[config.mk]
export PLATFORM = sky130hd
export DESIGN_NAME = hct_tx_control
export DESIGN_NICKNAME = d
export VERILOG_FILES = /design/src/verilog/hct_pkg.sv /design/src/verilog/hct_crc.sv /design/src/verilog/hct_tx_control.sv
export SDC_FILE = /design/constraint.sdc
export NUM_CORES = 1
export LEC_CHECK = 0
export BUFFER_PORTS_ARGS = -buffer_cell sky130_fd_sc_hd__buf_2
export CAP_MARGIN = 25
export CORE_MARGIN = 2
export CORE_UTILIZATION = 45
export DETAILED_ROUTE_END_ITERATION = 8
export GPL_TIMING_DRIVEN = 0
export PLACE_DENSITY = 0.67
export SLEW_MARGIN = 20
export SYNTH_ARGS = -nofsm -noshare
export SYNTH_HDL_FRONTEND = slang
export SYNTH_HIERARCHICAL = 1
export SYNTH_SLANG_ARGS = --single-unit
[constraint.sdc]
create_clock -name REF_CLK -period 7.93 [get_ports REF_CLK]
set_input_delay 1.1895 -clock REF_CLK [delete_from_list [all_inputs] [get_ports REF_CLK]]
set_output_delay 1.1895 -clock REF_CLK [all_outputs]
set_load 0.005 [all_outputs]
[src/verilog/hct_pkg.sv]
package hct_pkg;

  // ----------------------------------------------------------------
  // register map
  // ----------------------------------------------------------------
  localparam logic [3:0] ADDR_CFG = 4'h0;
  localparam logic [3:0] ADDR_FILL = 4'h4;
  localparam logic [3:0] ADDR_CMD = 4'h8;
  localparam logic [3:0] ADDR_STAT = 4'hc;

  // ----------------------------------------------------------------
  // field codes and constants
  // ----------------------------------------------------------------
  localparam logic [1:0] MODE_TMA = 2'h0;
  localparam logic [1:0] MODE_TMBR = 2'h1;
  localparam logic [1:0] MODE_RATE = 2'h2;
  localparam logic [1:0] MODE_HDLC = 2'h3;

  localparam logic [7:0] FILL_ONES = 8'hff;
  localparam logic [7:0] FILL_ZEROS = 8'h00;
  localparam logic [7:0] FILL_FLAG = 8'h7e;

  localparam logic [2:0] REP_RV0 = 3'h7;
  localparam logic [2:0] REP_RV1 = 3'h3;
  localparam logic [2:0] REP_RV2 = 3'h1;
  localparam logic [2:0] REP_RV3 = 3'h0;

  localparam logic [4:0] CNT_BYTE_LAST = 5'h07;
  localparam logic [4:0] CNT_FILL_LAST = 5'h0f;
  localparam logic [4:0] CNT_CRC16_LAST = 5'h0f;
  localparam logic [4:0] CNT_CRC32_LAST = 5'h1f;

  localparam logic [31:0] POLY_CRC32 = 32'h04c11db7;
  localparam logic [31:0] POLY_CRC16 = 32'h00001021;
  localparam logic [31:0] CRC_MASK16 = 32'h0000ffff;
  localparam logic [31:0] CRC_PRESET = 32'hffffffff;

  localparam int unsigned BIT_DIV_DEF = 20;

  // ----------------------------------------------------------------
  // types
  // ----------------------------------------------------------------
  typedef enum logic [2:0] {
    ST_FILL = 3'b001,
    ST_DATA = 3'b010,
    ST_CRC = 3'b100
  } hct_state_t;

  typedef struct packed {
    logic flag_adjust;
    logic [1:0] rate_repeat_select;
    logic data_invert;
    logic check_to_mem;
    logic crc_wide;
    logic [1:0] mode;
  } hct_cfg_t;

  typedef struct packed {
    logic [7:0] data;
    logic last;
  } hct_byte_t;

  typedef struct packed {
    logic [3:0] addr;
    logic [31:0] wdata;
    logic wr;
    logic rd;
  } hct_reg_req_t;

  typedef struct packed {
    hct_cfg_t cfg;
    logic [15:0] transparent_fill_pattern;
    logic tx_hold;
    logic hold_active;
    hct_state_t st;
    logic [15:0] sh;
    logic [4:0] cnt;
    logic [2:0] rep;
    logic [15:0] div;
    logic frame_open;
    logic tx_bit;
    logic bit_stb;
    logic req;
    logic rx_bit;
    logic [31:0] rdata;
  } hct_regs_t;

  typedef struct packed {
    logic [31:0] crc;
  } hct_crc_regs_t;

endpackage

[src/verilog/hct_crc.sv]
`timescale 1ns/1ps
`default_nettype none
module hct_crc (
  input wire logic clk,
  input wire logic rst_n,
  input wire logic init,
  input wire logic step,
  input wire logic calc,
  input wire logic din,
  input wire logic wide,
  output logic out_bit
);
  import hct_pkg::*;

  hct_crc_regs_t q_r;
  hct_crc_regs_t q_nxt;
  logic msb;
  logic [31:0] sh;

  // ----------------------------------------------------------------
  // serial crc, 16 or 32 bit
  // ----------------------------------------------------------------
  always_comb begin
    q_nxt = q_r;
    msb = wide ? q_r.crc[31] : q_r.crc[15];
    sh = {q_r.crc[30:0], 1'b1};
    if (init) begin
      q_nxt.crc = CRC_PRESET;
    end else if (step) begin
      if (calc && (msb ^ din)) begin
        sh = sh ^ (wide ? POLY_CRC32 : POLY_CRC16) ^ 32'h00000001;
      end else if (calc) begin
        sh = sh ^ 32'h00000001;
      end
      q_nxt.crc = wide ? sh : (sh & CRC_MASK16);
    end
    out_bit = ~msb;
  end

  always_ff @(posedge clk) begin
    if (!rst_n) begin
      q_r <= '0;
    end else begin
      q_r <= q_nxt;
    end
  end
endmodule
`default_nettype wire

[src/verilog/hct_tx_control.sv]
`timescale 1ns/1ps
`default_nettype none
module hct_tx_control #(
  parameter int unsigned BIT_DIV = hct_pkg::BIT_DIV_DEF
) (
  input wire logic REF_CLK,
  input wire logic RST_N,
  input wire hct_pkg::hct_reg_req_t REG_REQ,
  output logic [31:0] REG_RDATA,
  input wire logic TXD_VALID,
  input wire hct_pkg::hct_byte_t TXD,
  output logic TXD_TAKE,
  output logic TX_BIT,
  output logic TX_STB,
  input wire logic RX_BIT_IN,
  output logic RX_BIT_OUT
);
  import hct_pkg::*;

  hct_regs_t q_r;
  hct_regs_t q_nxt;
  logic [7:0] rev;
  logic crc_init;
  logic crc_step;
  logic crc_calc;
  logic crc_din;
  logic crc_bit;
  logic bit_en;
  logic cur;
  logic [4:0] last_cnt;
  logic [2:0] rep_load;
  logic [15:0] fill16;
  logic load_next;

  localparam logic [15:0] DIV_LAST = 16'(BIT_DIV - 1);

  // ----------------------------------------------------------------
  // byte reversal, lsb of a byte leaves first
  // ----------------------------------------------------------------
  for (genvar i = 0; i < 8; i++) begin : g_rev
    assign rev[i] = TXD.data[7 - i];
  end

  // ----------------------------------------------------------------
  // crc engine
  // ----------------------------------------------------------------
  hct_crc u_crc (
    .clk(REF_CLK),
    .rst_n(RST_N),
    .init(crc_init),
    .step(crc_step),
    .calc(crc_calc),
    .din(crc_din),
    .wide(q_r.cfg.crc_wide),
    .out_bit(crc_bit)
  );

  // ----------------------------------------------------------------
  // next state
  // ----------------------------------------------------------------
  always_comb begin
    q_nxt = q_r;
    q_nxt.req = 1'b0;
    q_nxt.bit_stb = 1'b0;
    q_nxt.rdata = '0;
    crc_init = 1'b0;
    crc_step = 1'b0;
    crc_calc = 1'b0;
    crc_din = q_r.sh[15];
    load_next = 1'b0;
    bit_en = (q_r.div == DIV_LAST);
    q_nxt.div = bit_en ? '0 : q_r.div + 16'h0001;

    case (q_r.cfg.mode)
      MODE_TMA: fill16 = q_r.cfg.flag_adjust ? q_r.transparent_fill_pattern : {FILL_ONES, FILL_ONES};
      MODE_HDLC: fill16 = {FILL_FLAG, FILL_FLAG};
      default: fill16 = {FILL_ZEROS, FILL_ZEROS};
    endcase

    if (q_r.cfg.mode != MODE_RATE) begin
      rep_load = REP_RV3;
    end else begin
      case (q_r.cfg.rate_repeat_select)
        2'h0: rep_load = REP_RV0;
        2'h1: rep_load = REP_RV1;
        2'h2: rep_load = REP_RV2;
        default: rep_load = REP_RV3;
      endcase
    end

    case (q_r.st)
      ST_DATA: last_cnt = CNT_BYTE_LAST;
      ST_CRC: last_cnt = q_r.cfg.crc_wide ? CNT_CRC32_LAST : CNT_CRC16_LAST;
      default: last_cnt = CNT_FILL_LAST;
    endcase

    cur = (q_r.st == ST_CRC) ? crc_bit : q_r.sh[15];

    if (bit_en) begin
      q_nxt.tx_bit = cur ^ q_r.cfg.data_invert;
      q_nxt.bit_stb = 1'b1;
      if (q_r.rep != '0) begin
        q_nxt.rep = q_r.rep - 3'h1;
      end else begin
        q_nxt.rep = rep_load;
        q_nxt.sh = {q_r.sh[14:0], 1'b0};
        q_nxt.cnt = q_r.cnt + 5'h01;
        crc_step = (q_r.st != ST_FILL);
        crc_calc = (q_r.st == ST_DATA);
        if (q_r.cnt == last_cnt) begin
          q_nxt.cnt = '0;
          case (q_r.st)
            ST_DATA: begin
              if (q_r.frame_open) begin
                load_next = 1'b1;
              end else if ((q_r.cfg.mode == MODE_HDLC) && !q_r.cfg.check_to_mem) begin
                q_nxt.st = ST_CRC;
              end else begin
                load_next = 1'b1;
              end
            end
            default: load_next = 1'b1;
          endcase
        end
      end
    end

    if (load_next) begin
      if (!q_r.tx_hold && TXD_VALID) begin
        q_nxt.st = ST_DATA;
        q_nxt.sh = {rev, 8'h00};
        q_nxt.req = 1'b1;
        q_nxt.frame_open = !TXD.last;
        q_nxt.hold_active = 1'b0;
        crc_init = !q_r.frame_open;
      end else begin
        q_nxt.st = ST_FILL;
        q_nxt.sh = fill16;
        q_nxt.hold_active = q_r.tx_hold;
        // a fill unit ends any cut frame
        q_nxt.frame_open = 1'b0;
      end
    end

    q_nxt.rx_bit = RX_BIT_IN ^ q_r.cfg.data_invert;

    // ----------------------------------------------------------------
    // register port
    // ----------------------------------------------------------------
    if (REG_REQ.wr) begin
      if (REG_REQ.addr == ADDR_CFG) begin
        q_nxt.cfg = REG_REQ.wdata[7:0];
      end else if (REG_REQ.addr == ADDR_FILL) begin
        q_nxt.transparent_fill_pattern = REG_REQ.wdata[15:0];
      end else if (REG_REQ.addr == ADDR_CMD) begin
        q_nxt.tx_hold = REG_REQ.wdata[0];
      end
    end
    if (REG_REQ.rd) begin
      if (REG_REQ.addr == ADDR_CFG) begin
        q_nxt.rdata = {24'h000000, q_r.cfg};
      end else if (REG_REQ.addr == ADDR_FILL) begin
        q_nxt.rdata = {16'h0000, q_r.transparent_fill_pattern};
      end else if (REG_REQ.addr == ADDR_CMD) begin
        q_nxt.rdata = {31'h00000000, q_r.tx_hold};
      end else if (REG_REQ.addr == ADDR_STAT) begin
        q_nxt.rdata = {26'h0000000, q_r.frame_open,
                       (q_r.cfg.mode == MODE_TMBR) && q_r.cfg.crc_wide,
                       q_r.hold_active, q_r.st};
      end
    end
  end

  // ----------------------------------------------------------------
  // state register
  // ----------------------------------------------------------------
  always_ff @(posedge REF_CLK) begin
    if (!RST_N) begin
      q_r <= '0;
      q_r.st <= ST_FILL;
      q_r.sh <= {FILL_ONES, FILL_ONES};
    end else begin
      q_r <= q_nxt;
    end
  end

  assign REG_RDATA = q_r.rdata;
  assign TXD_TAKE = q_r.req;
  assign TX_BIT = q_r.tx_bit;
  assign TX_STB = q_r.bit_stb;
  assign RX_BIT_OUT = q_r.rx_bit;
endmodule
`default_nettype wire

### After elaboration in Yosys (flattened, before gate mapping)

Cells that the tools add are included.

* flip-flop bits (word level): 138
* output and inout port bits: 36
* logic and storage cells: 123

* $add $sub $neg: 3
* eq/ne operators: 15
* muxes and demuxes: 43
* bitwise logic cells: 11
* reductions and logical operators: 28

Operators by type and width (count)
* 32-bit 2-to-1 mux: 4
* 27-bit 2-to-1 mux: 2
* 16-bit 2-to-1 mux: 2
* 16-bit one-hot mux with 2 select lines: 1
* 32-bit by 27-bit bitwise XOR with 32-bit output: 1
* 24-bit 2-to-1 mux: 1
* 20-bit 2-to-1 mux: 1
* 19-bit 2-to-1 mux: 1
* 1-bit 2-to-1 mux: 18
* 3-bit 2-to-1 mux: 6
* 16-bit by 1-bit adder with 16-bit output, second input constant: 1
* 16-bit by 5-bit equality test with 1-bit output, second input constant: 1
* 6-bit 2-to-1 mux: 2
* 5-bit 2-to-1 mux: 2
* 5-bit one-hot mux with 2 select lines: 1
* 2-bit AND reduction: 5
* 2-bit nonzero test: 5
* 3-bit one-hot mux with 3 select lines: 1
* 4-bit equality test, second input constant: 2
* 8-bit 2-to-1 mux: 1
* 1-bit NOT: 7
* 6-bit AND reduction: 1
* 5-bit by 1-bit adder with 5-bit output, second input constant: 1
* 5-bit equality test: 1
* 20 further kinds: 32

### Logic depth before layout (Yosys ltp)

* word-level depth: 10
* gate-level depth with buffers: 12
* depth with buffers taken out: 9

### Hierarchy

Netlist, hierarchy kept.

Modules (own cells, without submodules)
* hct_tx_control: times used 1, cells each 527, area each 4319.1 um2, sequential area each 1801.7 um2
* hct_crc: times used 1, cells each 186, area each 1577.8 um2, sequential area each 640.6 um2

### Least setup slack after synthesis

OpenSTA, ideal clock, no wires.

* kind: register -> register
* start point: register q_r[37] (netlist name)
* end point: register u_crc/q_r[15] (netlist name)
* arrival time: 2.727 ns
* required time: 7.815 ns
* path slack: 5.089 ns
* cell stages (with the launch flop): 11
* buffers on the path: 3
* cell sequence: dfxtp_1 > ha_1 > nor3b_1 > nand4_1 > or3b_4 > buf_2 > buf_2 > a21oi_1 > buf_1 > mux2_2 > o21a_1

RTL lines
* start: declaration: line hct_tx_control.sv:20 `hct_regs_t q_r;`
* start signal: assignment: line hct_tx_control.sv:183 `q_r <= q_nxt;`
* 16-bit by 5-bit equality test with 1-bit output: line hct_tx_control.sv:71 `bit_en = (q_r.div == DIV_LAST);`
* 1-bit 2-to-1 mux: line hct_tx_control.sv:99 `if (bit_en) begin`
* named net crc_step: line hct_tx_control.sv:24 `logic crc_step;`
* 2-bit nonzero test (no line)
* end signal: assignment: line hct_crc.sv:44 `q_r <= q_nxt;`
* end: declaration: line hct_crc.sv:15 `hct_crc_regs_t q_r;`

The timed path passes the listed nets, and every way through them passes these cells. The select of a mux whose other input is x is not followed.
A chain may end at the register's enable or synchronous reset.

### Worst setup path in the final report

* start point: register q_r[37] (netlist name)
* end point: register u_crc/q_r[1] (netlist name)

Same word-level chain as after synthesis.

==> impl_results.md <==
* DR pass1 iterations at 5
* Area contributors post-synth: dfxtp_1 (41%), nand2_1 (5.5%), a21oi_1 (5.4%), nor2_1 (4.4%), buf_4 (4.1%)
* Port buffer count at between 50 and 60
* Relative slew slack at approximately half
* Commonest cells after routing, fill and taps aside: dfxtp_1 (122), nand2_1 (87), nor2_1 (69)
* Met1 GRT Util at between 20% and 30%
* Mapped Area at about 5900 sq um
* FF+latch count, synth at 122
* Run status: finished, final reports clean
* Data arrival time of the critical path at ~3.9 ns
* Number of synthesized flops with an enable pin at 0
* Gr usage total at a little over a fifth
* Met2 GRT Util at around a third
* Grt ovf at 0
* Largest net degree at the start of global routing at 17
* Synth unique cells at 62
* Reg2reg path depth at 11
* Final Hold Violating Endpoints at 0
* Max H-tree Level at 4
* Post-DP Area at 6440 sq um
* Worst-Skew Late Latency at 0.42 ns
* Worst setup endpoint: u_crc/q_r[1]$_SDFFE_PN0P_
* Worst setup SP type: register
* Psw at 0.302 mW
* Routed WL at 14700 microns
* I/O Pins at 87
* Dominant synthesized flop cell: dfxtp_1
* Total area of sequential cells at 2440 sq um
* Max Root-Sink Buffers at 2
* Post-route ant nets at 0
* DRC at 0
* Part of the cycle the worst path needs at 45.0%
* Setup TNS at 0 ns
* Comb power frac at 3.9%
* DR WL/cell at around 15 microns
* Sequential-to-total area share from yosys stat at 41.4%
* Reg-to-Reg Start: q_r[37]$_SDFF_PP0_
* Buf/Inv on CP at 4
* Die Span X at 118 microns
* Fmax at 280 MHz
* Synth Area in Adders at about 1.7%
* Worst clock skew at around 0.0093 ns
* Worst r2r dst: u_crc/q_r[1]$_SDFFE_PN0P_
* Busiest grt layer: met2
* Switch share at 20.4%
* Final Slew Violations at 0
* CP Data Required Time at 8.23 ns
* Final setup violation count at 0
* Post-CTS setup buffer count at 0
* Tightest Hold Check Type: reg2reg
* Min Hold Slack at 0.458 ns
* Post-Synth Simple-Gate Area at 24.7%
* Placer Congestion at 0.871
* Clock sinks at 122
* Ys async rst share at 0%
* Worst Setup End Kind: register
* Critical path type: reg2reg
* YS warnings at 6
* Vias at 5224
* Met3 Usage GRT at ~5.4%
* Avg Cell Area, Syn at 8.27 sq um
* Hold buffers post-CTS at 0
* Fill cells at about 1200
* Post-cts sizing count at 0
* Vias in the first global route at 5133
* Syn Inst Count at 713
* Placed Instances at about 950
* Row count at approximately 40
* Die Height at 118 microns
* Cells along the critical path: ha_1, nor3b_1, nand4_1, or3b_4, buf_2, buf_2, a21oi_1, clkbuf_1, clkbuf_1, a31oi_1, o21a_1
* Critical-path top delay cell: or3b_4
* Mux share of post-synthesis cell area at 3.08%
* Crit path max-delay family: buffers and inverters
* Worst setup path start: q_r[37]$_SDFF_PP0_
* Layout area overhead at 19.5%
* Core footprint at 12700 sq um
* PwrDens at 210 nW/um^2
* Initial core utilization at a little under half
* Layout cells sized above 1 at 18.8%
* Slew @ Worst Pin at 0.748 ns
* Clock transition at path regs at 0.05 ns
* Clock share of power at 54.2%
* Area share of xor/xnor cells in the synthesized design at about 2.8%
* Fin crit period at 3.57 ns
* Crit-path max cell delay at approximately 0.50 ns
* Fin nets at 860
* Area share of the leading cell type in the synthesized netlist at roughly two fifths
* 1st-iter DRT viols at 407
* Hpwl dp at 10600 microns
* Power Internal at 1.18 mW
* RSZ-0062 raised after global routing: no
* R2R setup slack at 4.36 ns
* LEAKAGE at between 2 and 3 nW
* Overall Power at between 1 and 1.5 mW
* Area of the multi-input gates at 2980 sq um
* CTS Buf Count at 17
* Synth Area in Compound Gates at 17.1%
* Largest area contributor in the netlist: dfxtp_1
* Sequential share of power at 41.9%
* Final Non-Filler Cells at roughly 990
* ANT cells at 0
* Post-route cell area at around 7000 sq um
* Worst-path fanout max at 10
* Clock root cell: clkbuf_16
* Antenna violations before repair at 0
* Most common cell after layout, fill and taps aside: dfxtp_1
* Worst vdd ir at 0.141 mV
* Vias per std cell at between 5 and 6
* CTS tree: done
* # Max-Cap Violations at 0
* Worst path depth at 11
* Global-route wire length before repair at 24400 microns
* Full die area at around 14000 sq um
* Largest family of logic cells by synthesized area: simple AND/OR/NAND/NOR gates
worst min-delay path by stage:
stage | from | to | cells past startpoint
2_1_floorplan | q_r[37]$_SDFF_PP0_ | q_r[37]$_SDFF_PP0_ | 1
4_1_cts | q_r[84]$_SDFFE_PN0P_ | q_r[84]$_SDFFE_PN0P_ | 2
5_1_grt | q_r[85]$_SDFFE_PN0P_ | q_r[85]$_SDFFE_PN0P_ | 2
3_3_place_gp | q_r[86]$_SDFFE_PN0P_ | q_r[86]$_SDFFE_PN0P_ | 2
6_report | q_r[84]$_SDFFE_PN0P_ | q_r[84]$_SDFFE_PN0P_ | 2
3_5_place_dp | q_r[84]$_SDFFE_PN0P_ | q_r[84]$_SDFFE_PN0P_ | 2
layout make-up:
cell class | count | share of cell area, %
inverters | 18 | 0.958
clock buffers | 23 | 6.64
well taps | 172 | 3.05
clock inverters | 8 | 2.02
plain buffers | 79 | 6.60
flip-flops and latches | 122 | 34.6
repair buffers | 54 | 3.83
multi-input cells | 509 | 42.2
worst reg2reg max path, cell delays in order (launching register included):
cell      delay [ns]
dfxtp_1         0.37
ha_1            0.22
nor3b_1         0.21
nand4_1         0.25
or3b_4          0.50
buf_2           0.21
buf_2           0.21
a21oi_1         0.28
clkbuf_1        0.35
clkbuf_1        0.48
a31oi_1         0.18
o21a_1          0.21
synth_stat cells (7+ instances only):
| cell type | count |
|---|---|
| a21oi_1 | 64 |
| a22oi_1 | 7 |
| a31oi_1 | 8 |
| and2_1 | 8 |
| buf_4 | 32 |
| clkbuf_1 | 32 |
| dfxtp_1 | 122 |
| ha_1 | 8 |
| inv_1 | 18 |
| mux2_2 | 7 |
| mux2i_1 | 8 |
| nand2_1 | 87 |
| nand2b_1 | 7 |
| nand3_1 | 22 |
| nand4_1 | 9 |
| nor2_1 | 69 |
| nor2b_1 | 8 |
| nor3_1 | 21 |
| nor4_1 | 12 |
| o21a_1 | 26 |
| o21ai_0 | 34 |
| xnor2_1 | 10 |
| xor2_1 | 9 |
logic make-up (layout without fill, tap and decap cells):
logic type,Yosys count,in the layout
buffers and inverters,97,182
AO/OA/AOI/OAI,166,166
AND/OR/NAND/NOR,284,284
flip-flops,122,122
adder cells (fa/ha/maj),8,8
multiplexers,16,16
XOR/XNOR,19,19
other,1,16
metrics by stage:
| stage | utilization (%) | setup slack [ns] |
|---|---|---|
| floorplan | - | 5.09 |
| global route | 55.4 | 4.11 |
| global placement | 50.6 | 4.51 |
| finish | 55.4 | 4.36 |
| detailed placement | 50.6 | 4.45 |
| CTS | 55.4 | 4.42 |
routing by layer:
metal  wire length (microns)  up-vias
li1                        -     2613
met1                    6710     2462
met2                    7110      130
met3                     677       19
met4                     234        0
met5                       0        -
power by group through the flow:
| stage | clock network (mW) | registers (mW) | logic [mW] |
|---|---|---|---|
| floorplan | 0 | 0.632 | 0.0351 |
| global placement | 0 | 0.632 | 0.0560 |
| detailed placement | 0 | 0.633 | 0.0566 |
| CTS | 0.814 | 0.620 | 0.0571 |
| global route | 0.843 | 0.620 | 0.0646 |
| finish | 0.801 | 0.620 | 0.0580 |
sequential cells by signal, indices dropped and copies added (netlist names):
register,cells
q_r,69
u_crc/q_r,32
REG_RDATA,16
RX_BIT_OUT,1
TXD_TAKE,1
TX_BIT,1
TX_STB,1
crc_din,1
(Power assumes the default switching activity.)
